File: src/design/dau_pkg.sv
// Shared constants and encodings for the data arithmetic datapath
package dau_pkg;

   // ==========================================================
   // Widths
   localparam int ACC_W    = 36;
   localparam int HALF_W   = 16;
   localparam int PROD_W   = 32;
   localparam int ADDR_W   = 16;
   localparam int CNT_W    = 8;
   localparam int GUARD_W  = 4;
   localparam int SIGN_BIT = 31;
   localparam int RND_BIT  = 15;

   // ==========================================================
   // Function statement codes
   localparam logic [3:0] FN_NONE   = 4'h0;
   localparam logic [3:0] FN_P_XY   = 4'h1;
   localparam logic [3:0] FN_LD_P   = 4'h2;
   localparam logic [3:0] FN_ADD_P  = 4'h3;
   localparam logic [3:0] FN_SUB_P  = 4'h4;
   localparam logic [3:0] FN_LD_Y   = 4'h5;
   localparam logic [3:0] FN_ADD_Y  = 4'h6;
   localparam logic [3:0] FN_SUB_Y  = 4'h7;
   localparam logic [3:0] FN_AND_Y  = 4'h8;
   localparam logic [3:0] FN_OR_Y   = 4'h9;
   localparam logic [3:0] FN_XOR_Y  = 4'hA;

   // ==========================================================
   // Transfer statement codes
   localparam logic [3:0] TR_NONE    = 4'h0;
   localparam logic [3:0] TR_Y_X     = 4'h1;
   localparam logic [3:0] TR_YA_X    = 4'h2;
   localparam logic [3:0] TR_Y_LD    = 4'h3;
   localparam logic [3:0] TR_A_LD    = 4'h4;
   localparam logic [3:0] TR_X_LD    = 4'h5;
   localparam logic [3:0] TR_Y_RD    = 4'h6;
   localparam logic [3:0] TR_ST_Y    = 4'h7;
   localparam logic [3:0] TR_ST_A    = 4'h8;
   localparam logic [3:0] TR_Z_YX    = 4'h9;
   localparam logic [3:0] TR_Z_Y     = 4'hA;
   localparam logic [3:0] TR_Z_A     = 4'hB;

   // ==========================================================
   // Special function codes
   localparam logic [3:0] SF_SHR     = 4'h0;
   localparam logic [3:0] SF_SHL     = 4'h1;
   localparam logic [3:0] SF_COPY    = 4'h2;
   localparam logic [3:0] SF_NEG     = 4'h3;
   localparam logic [3:0] SF_INV     = 4'h4;
   localparam logic [3:0] SF_RND     = 4'h5;
   localparam logic [3:0] SF_INCH    = 4'h6;
   localparam logic [3:0] SF_INC     = 4'h7;
   localparam logic [3:0] SF_LD_Y    = 4'h8;
   localparam logic [3:0] SF_LD_P    = 4'h9;

   // ==========================================================
   // Condition codes
   localparam logic [4:0] CC_MI    = 5'h00;
   localparam logic [4:0] CC_PL    = 5'h01;
   localparam logic [4:0] CC_EQ    = 5'h02;
   localparam logic [4:0] CC_NE    = 5'h03;
   localparam logic [4:0] CC_GT    = 5'h04;
   localparam logic [4:0] CC_LE    = 5'h05;
   localparam logic [4:0] CC_LVS   = 5'h06;
   localparam logic [4:0] CC_LVC   = 5'h07;
   localparam logic [4:0] CC_MVS   = 5'h08;
   localparam logic [4:0] CC_MVC   = 5'h09;
   localparam logic [4:0] CC_C0GE  = 5'h0A;
   localparam logic [4:0] CC_C0LT  = 5'h0B;
   localparam logic [4:0] CC_C1GE  = 5'h0C;
   localparam logic [4:0] CC_C1LT  = 5'h0D;
   localparam logic [4:0] CC_HEADS = 5'h0E;
   localparam logic [4:0] CC_TAILS = 5'h0F;
   localparam logic [4:0] CC_TRUE  = 5'h10;
   localparam logic [4:0] CC_FALSE = 5'h11;
   localparam logic [4:0] CC_ALLT  = 5'h12;
   localparam logic [4:0] CC_ALLF  = 5'h13;
   localparam logic [4:0] CC_SOMET = 5'h14;
   localparam logic [4:0] CC_SOMEF = 5'h15;
   localparam logic [4:0] CC_ODDP  = 5'h16;
   localparam logic [4:0] CC_EVENP = 5'h17;
   localparam logic [4:0] CC_MNS1  = 5'h18;
   localparam logic [4:0] CC_NMNS1 = 5'h19;
   localparam logic [4:0] CC_NPINT = 5'h1A;
   localparam logic [4:0] CC_NJINT = 5'h1B;
   localparam logic [4:0] CC_LOCK  = 5'h1C;

   // External flag vector bit positions
   localparam int XF_ALLT  = 0;
   localparam int XF_SOMET = 1;
   localparam int XF_ODDP  = 2;
   localparam int XF_MNS1  = 3;
   localparam int XF_NPINT = 4;
   localparam int XF_NJINT = 5;
   localparam int XF_LOCK  = 6;
   localparam int XF_HEADS = 7;

   // ==========================================================
   // Reset values and timing
   localparam logic [1:0]  CLR_RST   = 2'h0;
   localparam logic [35:0] ACC_RST   = 36'h0;
   localparam logic [7:0]  CNT_RST   = 8'h00;
   localparam logic [3:0]  CYC_BASE  = 4'h1;
   localparam logic [3:0]  CYC_TWO   = 4'h2;

   // Controller states
   typedef enum logic [0:0] {
      ST_IDLE = 1'b0,
      ST_WAIT = 1'b1
   } ctl_state_e;

endpackage

File: src/design/mac_alu_special_functions.sv
// Multiply/ALU and special function datapath of the signal processor core
`timescale 1ns/1ps
// Overview of operation
// - Low-half qualifier moves only low 16 bits
// - External X/Y transfer adds programmed wait-states
// - Same-bank internal X and Y access adds one cycle
// - High-half load clears low half unless bit set
// - Reset clears all clear-low control bits
// - X pointer post-modified by +1 or increment
// - Y pointer post-modified by 0,+1,-1,increment
// - Compound addressing modifies Y pointer twice
// - Special functions complete in one cycle
// - External program fetch adds wait-states to special functions
// - Sign-preserving right shifts by 1,4,8,16
// - Left shifts on low 32, guards from bit31
// - Copy, negate and invert accumulator
// - Round source to upper 20 bits
// - High-half increment and full increment
// - Loads from y or product sign-extend
// - Special functions suppressed when condition false
// - Event form counts first, copies on true
// - Function and transfer combine or stand alone
// - Product is x times y, 32 bits
// - Logical and mathematical overflow flags
// - Counter test increments that counter
module mac_alu_special_functions
   import dau_pkg::*;
#(
   parameter int WAIT_W = 4            // Width of wait-state count
)(
   input  wire logic              clk_sys,      // Processor clock
   input  wire logic              nrst,         // Sync reset, active low
   input  wire logic              issue,        // New instruction valid
   input  wire logic              is_special,   // Special function form
   input  wire logic [3:0]        func_code,    // Function statement
   input  wire logic [3:0]        xfer_code,    // Transfer statement
   input  wire logic [3:0]        sf_code,      // Special function code
   input  wire logic [1:0]        shift_sel,    // 0:1 1:4 2:8 3:16
   input  wire logic              dst_sel,      // Destination accumulator
   input  wire logic              src_sel,      // Source accumulator
   input  wire logic              xfer_acc_sel, // Transfer accumulator
   input  wire logic              low_half,     // Low-half qualifier
   input  wire logic              cond_en,      // Conditional form
   input  wire logic              event_cnt,    // Event-counted form
   input  wire logic [4:0]        condition_code, // Tested condition
   input  wire logic [7:0]        ext_flags,    // BIO, BMU, PLL flags
   input  wire logic              x_inc_sel,    // X post-mod by increment
   input  wire logic [1:0]        y_ptr_sel,    // Y pointer select
   input  wire logic [1:0]        y_mod_sel,    // Y post-mod choice
   input  wire logic [15:0]       x_incr,       // X increment register
   input  wire logic [15:0]       y_incr,       // Y increment register
   input  wire logic [15:0]       z_incr,       // Compound increment
   input  wire logic              from_cache,   // Executing from cache
   input  wire logic              x_ext,        // X access is external
   input  wire logic              y_ext,        // Y access is external
   input  wire logic              pc_ext,       // PC is external
   input  wire logic              same_bank,    // X and Y in same bank
   input  wire logic [WAIT_W-1:0] wait_states,  // Programmed wait-states
   input  wire logic [15:0]       x_rdata,      // X-space read data
   input  wire logic [15:0]       y_rdata,      // Y-space read data
   input  wire logic [1:0]        clr_wdata,    // Clear-low bits value
   input  wire logic              clr_we,       // Clear-low bits write
   output logic                   busy,         // Instruction stretching
   output logic [35:0]            accumulator_zero, // Accumulator 0
   output logic [35:0]            accumulator_one,  // Accumulator 1
   output logic [31:0]            prod_out,     // Product register
   output logic [31:0]            y_out,        // y register
   output logic [15:0]            x_out,        // x register
   output logic [15:0]            x_space_pointer, // X pointer
   output logic [15:0]            y_ptr0,       // Y pointer 0
   output logic [15:0]            y_ptr1,       // Y pointer 1
   output logic [15:0]            y_ptr2,       // Y pointer 2
   output logic [15:0]            y_ptr3,       // Y pointer 3
   output logic [15:0]            y_wdata,      // Y-space write data
   output logic                   y_we,         // Y-space write strobe
   output logic [7:0]             event_counter_first, // Event counter
   output logic [7:0]             event_counter_copy,  // Copied counter
   output logic [7:0]             counter0,     // Counter 0
   output logic [1:0]             clear_low_on_load_bits, // Clear-low
   output logic                   lovf,         // Logical overflow
   output logic                   movf          // Mathematical overflow
);

   // ==========================================================
   // Helpers
   function automatic logic [35:0] sx32(input logic [31:0] v);
      sx32 = {{GUARD_W{v[31]}}, v};
   endfunction

   function automatic logic [15:0] pmod(input logic [15:0] p,
                                        input logic [1:0] s,
                                        input logic [15:0] inc,
                                        input logic second);
      // First pass 0,+1,-1,inc; second pass +1,0,+2,inc
      case ({second, s})
         3'h0, 3'h5: pmod = p;
         3'h1, 3'h4: pmod = p + 16'h0001;
         3'h2: pmod = p - 16'h0001;
         3'h6: pmod = p + 16'h0002;
         default: pmod = p + inc;
      endcase
   endfunction

   // ==========================================================
   // State
   logic [35:0] acc_reg [2];
   logic [31:0] p_reg, y_reg;
   logic [15:0] x_reg, xp_reg, yw_reg;
   logic [15:0] yp_reg [4];
   logic [7:0]  c0_reg, c1_reg, c2_reg;
   logic [1:0]  clr_reg;
   logic        lv_reg, mv_reg, we_reg, busy_reg;
   logic [WAIT_W+1:0] stall_reg;
   ctl_state_e  st_reg;

   // ==========================================================
   // Operand selection; each field picks one of two accumulators
   wire [35:0] acc_s  = acc_reg[src_sel];
   wire [35:0] acc_t  = acc_reg[xfer_acc_sel];
   wire [31:0] prod_n = 32'($signed(x_reg) * $signed(y_reg[31:16]));
   wire [35:0] p_ext  = sx32(p_reg);
   wire [35:0] y_ext36 = sx32(y_reg);
   wire go = issue && (st_reg == ST_IDLE);

   // Condition evaluation against the destination accumulator, overflow flags, counters and external flags
   wire [35:0] a_d_now = acc_reg[dst_sel];
   wire f_neg = a_d_now[35];
   wire f_zero = (a_d_now == 36'h0);
   logic cond_ok;
   always_comb begin
      case (condition_code)
         CC_MI:    cond_ok = f_neg;
         CC_PL:    cond_ok = !f_neg;
         CC_EQ:    cond_ok = f_zero;
         CC_NE:    cond_ok = !f_zero;
         CC_GT:    cond_ok = !f_neg && !f_zero;
         CC_LE:    cond_ok = f_neg || f_zero;
         CC_LVS:   cond_ok = lv_reg;
         CC_LVC:   cond_ok = !lv_reg;
         CC_MVS:   cond_ok = mv_reg;
         CC_MVC:   cond_ok = !mv_reg;
         CC_C0GE:  cond_ok = !c0_reg[7];
         CC_C0LT:  cond_ok = c0_reg[7];
         CC_C1GE:  cond_ok = !c1_reg[7];
         CC_C1LT:  cond_ok = c1_reg[7];
         CC_HEADS: cond_ok = ext_flags[XF_HEADS];
         CC_TAILS: cond_ok = !ext_flags[XF_HEADS];
         CC_TRUE:  cond_ok = 1'b1;
         CC_FALSE: cond_ok = 1'b0;
         CC_ALLT:  cond_ok = ext_flags[XF_ALLT];
         CC_ALLF:  cond_ok = !ext_flags[XF_SOMET];
         CC_SOMET: cond_ok = ext_flags[XF_SOMET];
         CC_SOMEF: cond_ok = !ext_flags[XF_ALLT];
         CC_ODDP:  cond_ok = ext_flags[XF_ODDP];
         CC_EVENP: cond_ok = !ext_flags[XF_ODDP];
         CC_MNS1:  cond_ok = ext_flags[XF_MNS1];
         CC_NMNS1: cond_ok = !ext_flags[XF_MNS1];
         CC_NPINT: cond_ok = ext_flags[XF_NPINT];
         CC_NJINT: cond_ok = ext_flags[XF_NJINT];
         CC_LOCK:  cond_ok = ext_flags[XF_LOCK];
         default:  cond_ok = 1'b0;
      endcase
   end

   // Special function enable; false condition suppresses the write
   wire sf_do = go && is_special && (!cond_en || cond_ok);
   wire c0_test = go && is_special && cond_en &&
                  (condition_code == CC_C0GE || condition_code == CC_C0LT);
   wire c1_test = go && is_special && cond_en &&
                  (condition_code == CC_C1GE || condition_code == CC_C1LT);

   // ==========================================================
   // Special function result
   logic [35:0] sf_res;
   logic [31:0] shl_low;
   always_comb begin
      shl_low = 32'h0;
      case (sf_code)
         SF_SHR: begin
            case (shift_sel)
               2'h0: sf_res = 36'($signed(acc_s) >>> 1);
               2'h1: sf_res = 36'($signed(acc_s) >>> 4);
               2'h2: sf_res = 36'($signed(acc_s) >>> 8);
               default: sf_res = 36'($signed(acc_s) >>> 16);
            endcase
         end
         SF_SHL: begin
            case (shift_sel)
               2'h0: shl_low = acc_s[31:0] << 1;
               2'h1: shl_low = acc_s[31:0] << 4;
               2'h2: shl_low = acc_s[31:0] << 8;
               default: shl_low = acc_s[31:0] << 16;
            endcase
            sf_res = sx32(shl_low);
         end
         SF_COPY: sf_res = acc_s;
         SF_NEG:  sf_res = 36'h0 - acc_s;
         SF_INV:  sf_res = ~acc_s;
         SF_RND:  sf_res = (acc_s + 36'h000008000) & 36'hFFFFF0000;
         SF_INCH: sf_res = {acc_s[35:16] + 20'h00001, 16'h0000};
         SF_INC:  sf_res = acc_s + 36'h000000001;
         SF_LD_Y: sf_res = y_ext36;
         SF_LD_P: sf_res = p_ext;
         default: sf_res = acc_s;
      endcase
   end

   // ==========================================================
   // Multiply/ALU function result; product updates only with FN_P_XY, FN_LD_P, FN_ADD_P and FN_SUB_P
   logic [36:0] fn_res;
   logic        fn_wr, fn_p;
   always_comb begin
      fn_wr = 1'b1;
      fn_p  = 1'b0;
      case (func_code)
         FN_P_XY:  begin fn_res = 37'h0; fn_wr = 1'b0; fn_p = 1'b1; end
         FN_LD_P:  begin fn_res = {p_ext[35], p_ext}; fn_p = 1'b1; end
         FN_ADD_P: begin
            fn_res = {acc_s[35], acc_s} + {p_ext[35], p_ext};
            fn_p = 1'b1;
         end
         FN_SUB_P: begin
            fn_res = {acc_s[35], acc_s} - {p_ext[35], p_ext};
            fn_p = 1'b1;
         end
         FN_LD_Y:  fn_res = {y_ext36[35], y_ext36};
         FN_ADD_Y: fn_res = {acc_s[35], acc_s} + {y_ext36[35], y_ext36};
         FN_SUB_Y: fn_res = {acc_s[35], acc_s} - {y_ext36[35], y_ext36};
         FN_AND_Y: fn_res = {1'b0, acc_s & y_ext36};
         FN_OR_Y:  fn_res = {1'b0, acc_s | y_ext36};
         FN_XOR_Y: fn_res = {1'b0, acc_s ^ y_ext36};
         default:  begin fn_res = 37'h0; fn_wr = 1'b0; end
      endcase
   end
   wire fn_do = go && !is_special && fn_wr;
   wire lv_n = fn_res[36] ^ fn_res[35];
   wire mv_n = !((&fn_res[35:31]) || !(|fn_res[35:31]));

   // ==========================================================
   // Transfer decode
   wire tr = go && !is_special && (xfer_code != TR_NONE);
   // A load of x from Y space touches no X pointer
   wire uses_x = (xfer_code == TR_Y_X) || (xfer_code == TR_YA_X) ||
                 (xfer_code == TR_Z_YX);
   wire is_z = (xfer_code == TR_Z_YX) || (xfer_code == TR_Z_Y) ||
               (xfer_code == TR_Z_A);
   wire uses_y = (xfer_code != TR_NONE) && (xfer_code != TR_YA_X);
   wire [15:0] yp_sel = yp_reg[y_ptr_sel];
   wire [15:0] yp_mod = pmod(yp_sel, y_mod_sel, y_incr, 1'b0);
   wire [15:0] yp_z = pmod(yp_mod, y_mod_sel, z_incr, 1'b1);
   wire [15:0] xp_mod = x_inc_sel ? xp_reg + x_incr :
                        xp_reg + 16'h0001;

   // Cycle count from transfer, wait-states and bank conflict
   wire two_cyc = (xfer_code == TR_ST_Y) ||
                  (xfer_code == TR_ST_A) || is_z ||
                  (((xfer_code == TR_Y_X) || (xfer_code == TR_YA_X)) &&
                   !from_cache);
   wire [WAIT_W+1:0] ws = {2'b00, wait_states};
   wire [WAIT_W+1:0] extra =
      (is_special ? (pc_ext ? ws : '0) :
       (((uses_x && x_ext) || (uses_y && y_ext)) ? ws : '0) +
       ((uses_x && uses_y && same_bank && !x_ext && !y_ext) ?
        (WAIT_W+2)'(1) : '0) +
       (two_cyc ? (WAIT_W+2)'(1) : '0));
   // Special functions take one cycle unless fetched externally
   wire stretch = go && (extra != '0);

   // Upper-half load with low-half clear control
   wire [15:0] ld_word = (xfer_code == TR_X_LD) ? x_rdata : y_rdata;
   wire [35:0] a_ld_hi = {{4{ld_word[15]}}, ld_word,
                          clr_reg[xfer_acc_sel] ? acc_t[15:0] : 16'h0000};
   wire [35:0] a_ld_lo = {acc_t[35:16], ld_word};

   // ==========================================================
   // Control registers and sequencing; reset clears clear-low bits
   always_ff @(posedge clk_sys) begin
      if (!nrst) begin
         clr_reg   <= CLR_RST;
         st_reg    <= ST_IDLE;
         stall_reg <= '0;
         busy_reg  <= 1'b0;
      end else begin
         if (clr_we)
            clr_reg <= clr_wdata;
         case (st_reg)
            ST_IDLE: if (stretch) begin
               st_reg    <= ST_WAIT;
               stall_reg <= extra - (WAIT_W+2)'(1);
               busy_reg  <= 1'b1;
            end
            ST_WAIT: if (stall_reg == '0) begin
               st_reg   <= ST_IDLE;
               busy_reg <= 1'b0;
            end else
               stall_reg <= stall_reg - (WAIT_W+2)'(1);
            default: st_reg <= ST_IDLE;
         endcase
      end
   end

   // Counters; any counter test bumps that counter
   always_ff @(posedge clk_sys) begin
      if (!nrst) begin
         c0_reg <= CNT_RST;
         c1_reg <= CNT_RST;
         c2_reg <= CNT_RST;
      end else begin
         if (c0_test)
            c0_reg <= c0_reg + 8'h01;
         if (c1_test || (go && is_special && event_cnt))
            c1_reg <= c1_reg + 8'h01;
         if (sf_do && event_cnt)
            c2_reg <= c1_reg + 8'h01;
      end
   end

   // Datapath registers; transfer load wins over function result
   always_ff @(posedge clk_sys) begin
      if (!nrst) begin
         acc_reg[0] <= ACC_RST;
         acc_reg[1] <= ACC_RST;
         p_reg <= 32'h0;
         y_reg <= 32'h0;
         x_reg <= 16'h0;
         xp_reg <= 16'h0;
         yp_reg[0] <= 16'h0;
         yp_reg[1] <= 16'h0;
         yp_reg[2] <= 16'h0;
         yp_reg[3] <= 16'h0;
         lv_reg <= 1'b0;
         mv_reg <= 1'b0;
         we_reg <= 1'b0;
         yw_reg <= 16'h0;
      end else begin
         we_reg <= 1'b0;
         if (sf_do)
            acc_reg[dst_sel] <= sf_res;
         if (fn_do) begin
            acc_reg[dst_sel] <= fn_res[35:0];
            lv_reg <= lv_n;
            mv_reg <= mv_n;
         end
         if (go && !is_special && fn_p)
            p_reg <= prod_n;
         if (tr) begin
            if (uses_x)
               xp_reg <= xp_mod;
            if (uses_y)
               yp_reg[y_ptr_sel] <= is_z ? yp_z : yp_mod;
            case (xfer_code)
               TR_Y_X, TR_Y_LD, TR_Z_YX, TR_Z_Y:
                  if (low_half) y_reg[15:0] <= y_rdata;
                  else y_reg <= {y_rdata, 16'h0000};
               TR_YA_X: y_reg <= acc_t[31:0];
               TR_A_LD, TR_Z_A: acc_reg[xfer_acc_sel] <=
                  low_half ? a_ld_lo : a_ld_hi;
               TR_X_LD: x_reg <= y_rdata;
               default: ;
            endcase
            if (xfer_code == TR_Y_X || xfer_code == TR_YA_X ||
                xfer_code == TR_Z_YX)
               x_reg <= x_rdata;
            if (xfer_code == TR_ST_Y || xfer_code == TR_Z_Y) begin
               we_reg <= 1'b1;
               yw_reg <= low_half ? y_reg[15:0] : y_reg[31:16];
            end
            if (xfer_code == TR_ST_A || xfer_code == TR_Z_A) begin
               we_reg <= 1'b1;
               yw_reg <= low_half ? acc_t[15:0] : acc_t[31:16];
            end
         end
      end
   end

   // ==========================================================
   // Outputs straight from flip-flops
   assign busy = busy_reg;
   assign accumulator_zero = acc_reg[0];
   assign accumulator_one = acc_reg[1];
   assign prod_out = p_reg;
   assign y_out = y_reg;
   assign x_out = x_reg;
   assign x_space_pointer = xp_reg;
   assign y_ptr0 = yp_reg[0];
   assign y_ptr1 = yp_reg[1];
   assign y_ptr2 = yp_reg[2];
   assign y_ptr3 = yp_reg[3];
   assign y_wdata = yw_reg;
   assign y_we = we_reg;
   assign event_counter_first = c1_reg;
   assign event_counter_copy = c2_reg;
   assign counter0 = c0_reg;
   assign clear_low_on_load_bits = clr_reg;
   assign lovf = lv_reg;
   assign movf = mv_reg;

endmodule

File: config.mk
export PLATFORM = sky130hd
export DESIGN_NAME = mac_alu_special_functions
export DESIGN_NICKNAME = d
export VERILOG_FILES = /design/src/design/dau_pkg.sv /design/src/design/mac_alu_special_functions.sv
export SDC_FILE = /design/constraint.sdc
export NUM_CORES = 2
export LEC_CHECK = 0
export ABC_AREA = 1
export ABC_CLOCK_PERIOD_IN_PS = 9100
export BUFFER_PORTS_ARGS = -buffer_cell sky130_fd_sc_hd__buf_2
export CAP_MARGIN = 20
export CORE_ASPECT_RATIO = 1.2
export CORE_MARGIN = 2
export CORE_UTILIZATION = 40
export CTS_CLUSTER_DIAMETER = 40
export CTS_CLUSTER_SIZE = 8
export DETAILED_ROUTE_END_ITERATION = 8
export HOLD_SLACK_MARGIN = 0.06
export PLACE_DENSITY_LB_ADDON = 0.3
export SLEW_MARGIN = 20
export SYNTH_ARGS = -nofsm -noshare
export SYNTH_HDL_FRONTEND = slang
export SYNTH_SLANG_ARGS = --single-unit
File: constraint.sdc
create_clock -name clk_sys -period 9.1 [get_ports clk_sys]
set_clock_uncertainty 0.1 [all_clocks]
set_input_delay 0.91 -clock clk_sys [delete_from_list [all_inputs] [get_ports clk_sys]]
set_output_delay 0.91 -clock clk_sys [all_outputs]
set_load 0.05 [all_outputs]
### Yosys cells after proc, flatten, opt, wreduce, memory -nomap -nowiden

Memories as Yosys holds them, arrays and structs flattened.
Index checks and enable logic that the tools add are counted.

| operators by class | value |
|---|---|
| reductions and logical operators | 84 |
| bitwise logic cells | 7 |
| multiplexer cells | 66 |
| multipliers | 1 |
| order comparisons | 1 |
| $add $sub $neg | 22 |
| equality and inequality tests | 64 |

Operators by type and width:

| operator | count |
|---|---|
| 37-bit case mux with 9 select lines | 1 |
| 36-bit case mux with 9 select lines | 1 |
| 16-bit two-way mux | 13 |
| 36-bit two-way mux | 4 |
| 34-bit case mux with 3 select lines | 1 |
| 16-bit case mux with 3 select lines | 2 |
| 32-bit case mux with 3 select lines | 1 |
| 36-bit by 32-bit adder with 37-bit output | 2 |
| 36-bit by 32-bit subtractor with 37-bit output | 2 |
| 36-bit OR reduction | 2 |
| 32-bit case mux with 2 select lines | 1 |
| 5-bit equality test (second input constant) | 12 |
| 16-bit by 1-bit adder with 16-bit output (second input constant) | 3 |
| 16-bit adder | 3 |
| 4-bit by 3-bit equality test with 1-bit output (second input constant) | 11 |
| 5-bit by 4-bit equality test with 1-bit output (second input constant) | 8 |
| 36-bit by 1-bit adder with 36-bit output (second input constant) | 1 |
| 36-bit by 16-bit adder with 36-bit output (second input constant) | 1 |
| 36-bit bitwise AND | 1 |
| 4-bit equality test (second input constant) | 9 |
| 36-bit zero test | 1 |
| 36-bit inverter | 1 |
| 36-bit OR | 1 |
| 1-bit by 36-bit subtractor with 36-bit output (first input constant) | 1 |
| 48 further kinds | 162 |

| storage, ports and cells | value |
|---|---|
| memories | 2 |
| input bits | 134 |
| output and inout bits | 278 |
| memory bits (writable) | 136 |
| register bits after elaboration | 149 |

Memories:

| memory | words | bits a word | read ports | clocked after memory_dff | wr ports | RTL line | text |
|---|---|---|---|---|---|---|---|
| acc_reg | 2 | 36 | 5 | 0 | 2 | mac_alu_special_functions.sv:106 | `logic [35:0] acc_reg [2];` |
| yp_reg | 4 | 16 | 5 | 0 | 4 | mac_alu_special_functions.sv:109 | `logic [15:0] yp_reg [4];` |

### Longest topological paths before layout

| depth | value |
|---|---|
| depth after elaboration | 15 |
| mapped depth | 35 |
| depth with buffers taken out | 35 |

### Least setup slack after synthesis

OpenSTA, ideal clock, no wires.

| timing path | value |
|---|---|
| path kind | reg-to-reg |
| start point | register y_reg[20], in the netlist y_out[20] |
| end point | register p_reg[29], in the netlist prod_out[29] |
| cell stages (with the launch flop) | 25 |
| clock period less this slack | 6607 ps |
| buffers on the path | 2 |
| required time | 8883 ps |
| arrival time | 6391 ps |
| library setup time | 117 ps |
| slack | 2493 ps |
| cells stage by stage | dfxtp_1 -> clkbuf_1 -> clkbuf_1 -> nand2_1 -> fa_1 -> inv_1 -> fa_1 -> fa_1 -> fa_1 -> fa_1 -> inv_1 -> fa_1 -> inv_1 -> ha_1 -> nand2_1 -> nor3_1 -> nand3_1 -> nand3_1 -> nand3_1 -> o211ai_1 -> nand3_1 -> nand3_1 -> nand3_1 -> o211ai_1 -> inv_1 |

| between the ends | value |
|---|---|
| word-level cells in the longest chain between the ends | 1 |

Ends and longest elaborated chain:

| item | RTL line | text |
|---|---|---|
| start: declaration | mac_alu_special_functions.sv:107 | `logic [31:0] p_reg, y_reg;` |
| start signal: assignment | mac_alu_special_functions.sv:354 | `else y_reg <= {y_rdata, 16'h0000};` |
| start signal: assignment | mac_alu_special_functions.sv:355 | `TR_YA_X: y_reg <= acc_t[31:0];` |
| 16-bit by 16-bit multiplier with 32-bit output | mac_alu_special_functions.sv:120 | `wire [31:0] prod_n = 32'($signed(x_reg) * $signed(y_reg[31:16]));` |
| end signal: assignment | mac_alu_special_functions.sv:345 | `p_reg <= prod_n;` |
| end: declaration | mac_alu_special_functions.sv:107 |  |

No other way between the ends.
A chain may end at the register's enable or synchronous reset.

### Worst setup path after layout

| timing path | value |
|---|---|
| start point | register y_reg[31], in the netlist y_out[31] |
| end point | register p_reg[28], in the netlist prod_out[28] |

Same word-level chain as after synthesis.

==> flow_metrics.env <==
export IMPL_hold_violations=0
export IMPL_post_cts_hold_buffer_count=0
export IMPL_fillCellCount=11100
export IMPL_yosys_warnings=0
export IMPL_finish_net_count=7429
export IMPL_finalSetupViolCount=0
export IMPL_clk_transition_reported_paths_ns=0.05
export IMPL_drcViolationCount=0
export IMPL_power_total_mw=6.15
export IMPL_ctsHtreeMaxLevel=2
export IMPL_internal_power_mw=3.23
export IMPL_drv_max_cap_violation_count=0
export IMPL_worst_setup_path_end_kind="flip-flop"
export IMPL_die_height_um=358
export IMPL_grt_ovfl_total=0
export IMPL_clk_latency_ns=0.63
export IMPL_synthesis_instances=6506
export IMPL_setup_slack_of_the_most_critical_reg_to_reg_path_ns=1.98
export IMPL_synth_cell_area_um2=41900
export IMPL_place_congestion=1.09
export IMPL_cts_sink_count=285
export IMPL_ys_seq_area_frac=0.169
export IMPL_largest_register_ff_count=72
export IMPL_sw_frac_of_total=0.474
export IMPL_cp_max_fo=17
export IMPL_synth_seq_cells=285
export IMPL_cp_data_arrival_time_ns=7.53
export IMPL_number_of_global_route_vias_before_repair=46900
export IMPL_period_minus_slack_ns=7.12
export IMPL_p_comb_frac=0.450
export IMPL_io_buffer_count=411
export IMPL_route_vias_total=49900
export IMPL_dp_final_hpwl_um=181000
export IMPL_grt_use_total=0.419
export IMPL_seq_power_share=0.251
export IMPL_critPathKind="flip-flop to flip-flop"
export IMPL_wl_per_cell_um=28.4
export IMPL_placement_rows=130
export IMPL_holdCritPathClass="flip-flop to flip-flop"
export IMPL_placeableCoreArea_um2=104000
export IMPL_floorplan_initialDensity=0.402
export IMPL_post_synth_cell_area_avg_um2=6.44
export IMPL_worst_slew_pin_slew_ns=1.13
export IMPL_drt_pass1_iterations=9
export IMPL_grt_max_degree=88
export IMPL_cpLargestDelayFamily="adder cells"
export IMPL_timing_slew_headroom=0.238
export IMPL_synth_top_cell_area_share=0.142
export IMPL_slew_limit_fails=0
export IMPL_totalNegativeSetupSlack_ns=0
export IMPL_critPathBufInv=5
export IMPL_count_of_boundary_i_o_pins=412
export IMPL_wire_length_of_the_first_global_routing_pass_um=328000
export IMPL_worstPathCellList="inv_1 > or2_2 > fa_1 > fa_1 > inv_1 > fa_1 > fa_1 > fa_1 > inv_1 > fa_1 > inv_1 > ha_1 > nand2_1 > nor4_1 > nand4_1 > nand3_1 > nand2_1 > nand2_1 > a21oi_1 > xnor2_1 > o21ai_0 > inv_1"
export IMPL_synth_flop_cell="dfxtp_1"
export IMPL_synthDominantAreaCellType="nand2_1"
export IMPL_startpoint_type="flip-flop"
export IMPL_drt_antenna_violating_nets=0
export IMPL_die_width_um=299
export IMPL_multi_input_comb_area_um2=29600
export IMPL_crit_reg2reg_launch="y_out[31]"
export IMPL_hold_path_startpoint="stall_reg[5]"
export IMPL_path_common_cell="fa_1"
export IMPL_power_per_cell_area_nw_per_um2=131
export IMPL_detailedPlace_worstSlack_ns=2.13
export IMPL_ir_drop_v=0.000139
export IMPL_finalCritPeriodShare=0.782
export IMPL_cpMaxStageDelayCell="dfxtp_1"
export IMPL_post_cts_resized_instances=0
export IMPL_synth_nets=7159
export IMPL_slowest_delay_ns=0.71
export IMPL_rsz_0062_raised_after_global_routing="false"
export IMPL_design_die_area_um2=107000
export IMPL_post_cts_setup_buffer_count=0
export IMPL_power_frac_clock=0.299
export IMPL_cp_startpoint="y_out[31]"
export IMPL_drive_gt1_frac=0.113
export IMPL_status="finished, final reports clean"
export IMPL_synthTopCellsByArea="nand2_1 14%, fa_1 13%, edfxtp_1 9.8%"
export IMPL_grt_antenna_before_repair=40
export IMPL_drt_iter0_markers=6424
export IMPL_power_dissipated_by_switching_net_loads_mw=2.92
export IMPL_synth_lib_cells_used_distinct=66
export IMPL_highest_attainable_clock_frequency_ghz=0.141
export IMPL_synth_async_reset_ratio=0
export IMPL_regArea_um2=7070
export IMPL_utilization=0.450
export IMPL_synth_edff_count=136
export IMPL_areaGrowthSynthToFinish_pct=12.1
export IMPL_cts_root_to_sink_buffers=3
export IMPL_final_critical_path_setup_slack_ns=1.98
export IMPL_power_static_leakage_nw=23.6
export IMPL_cts_root_buffer_cell="clkbuf_16"
export IMPL_cts_tree="built"
export IMPL_post_drt_via_cell_ratio=6.07
export IMPL_wirelength_um=233000
export IMPL_timing_critical_path_required_ns=9.51
export IMPL_cts_made_buffers=50
## layer usage
metal	wire length [um]	GRT usage	share of wire	vias to the layer above
li1	-	-	-	21900
met1	84700	0.497	0.36	23700
met2	99600	0.638	0.43	3428
met3	27900	0.132	0.12	931
met4	20900	0.312	0.090	30
met5	229	0	0.00098	-
## metrics by stage
step | cell area (um^2) | hold slack (ns) | std cells
global route | 46900 | 0.388 | 8201
CTS | 46800 | 0.368 | 8196
floorplan | 41900 | 0.337 | 6506
finish | 46900 | 0.365 | 8217
detailed placement | 45200 | 0.359 | 8108
global placement | 45200 | 0.351 | 8108
## worst register-to-register path: cells and delay by family (launching register included)
family / cells / cell delay, ns
buffers and inverters: 5 / 0.71
xor gates and xnor gates: 1 / 0.13
and+or+nand+nor: 7 / 1.56
DFF: 1 / 0.71
adders and majority gates: 7 / 3.56
AOI/OAI and AO/OA: 2 / 0.22
## layout by cell type, fill, tap and decap left out, drive strengths merged, types with 13 or more instances in the layout
cell type     n
o2111ai      24
nor4         26
a221oi       27
clkinv       42
a211oi       18
clkbuf       72
inv        1027
diode        19
nand3       382
o21a         15
xor2         48
nand2      1609
nand4       166
dfxtp       149
buf         516
ha          252
mux2i        23
o21bai       13
or2          35
a21oi       343
a31oi        43
edfxtp      136
o221ai       25
o22ai        97
o21ai       578
nand3b       14
nor2        614
o211ai       49
fa          267
nor3        112
xnor2        34
## area by class of cell
class,count,share of cell area
flip-flops and latches,285,0.151
inverters,1057,0.0845
diodes,19,0.00101
clock buffers,72,0.0295
multi-input cells,4866,0.631
well taps,1386,0.0370
clock inverters,16,0.00488
repair buffers,516,0.0613
## cell usage after synthesis, types with 7 or more instances
master / instances
o21ai_1: 36
nand2_2: 18
clkbuf_1: 221
xnor2_1: 34
fa_1: 267
or2_2: 32
a21oi_1: 343
o21ai_0: 517
nor4_1: 26
nand3b_1: 14
edfxtp_1: 136
nand3_1: 378
a211oi_1: 18
inv_2: 33
nor3_1: 101
nor2_4: 10
o221ai_1: 25
buf_1: 26
nand4_1: 166
o2111ai_1: 24
inv_1: 994
nor3_2: 8
ha_1: 252
nor2_2: 23
clkinv_1: 30
o31ai_1: 7
o21bai_1: 12
a31oi_1: 43
o21ai_2: 11
mux2i_1: 23
xor2_1: 48
o22ai_1: 94
o211ai_1: 49
buf_2: 36
dfxtp_1: 149
nor2_1: 581
a221oi_1: 27
nand2_1: 1589
o21ai_4: 14
o21a_1: 15
a21o_1: 8
buf_6: 10
## power by group through the flow
stage / logic (mW) / clock network, mW / registers, mW
after CTS: 2.63 / 1.84 / 1.54
after detailed placement: 2.62 / 0 / 1.56
final: 2.77 / 1.84 / 1.55
after global placement: 2.61 / 0 / 1.56
after floorplan: 1.52 / 0 / 1.69
after global routing: 2.94 / 1.89 / 1.54
## logic make-up (layout without fill, tap and decap cells)
family / Yosys count / count (layout) / synth area share
AOI/OAI and AO/OA: 1271 / 1271 / 0.177
xor gates and xnor gates: 82 / 82 / 0.0172
adders and majority gates: 519 / 519 / 0.203
buffers and inverters: 1355 / 1661 / 0.125
DFF: 285 / 285 / 0.169
muxes: 23 / 23 / 0.00550
other: 0 / 19 / 0
and+or+nand+nor: 2971 / 2971 / 0.304
## worst paths after layout
kind,to,cells past startpoint
min,stall_reg[5],2
min reg2reg,stall_reg[5],2
max,prod_out[28],22
max reg2reg,prod_out[28],22
Power figures use the tool's default switching activity.
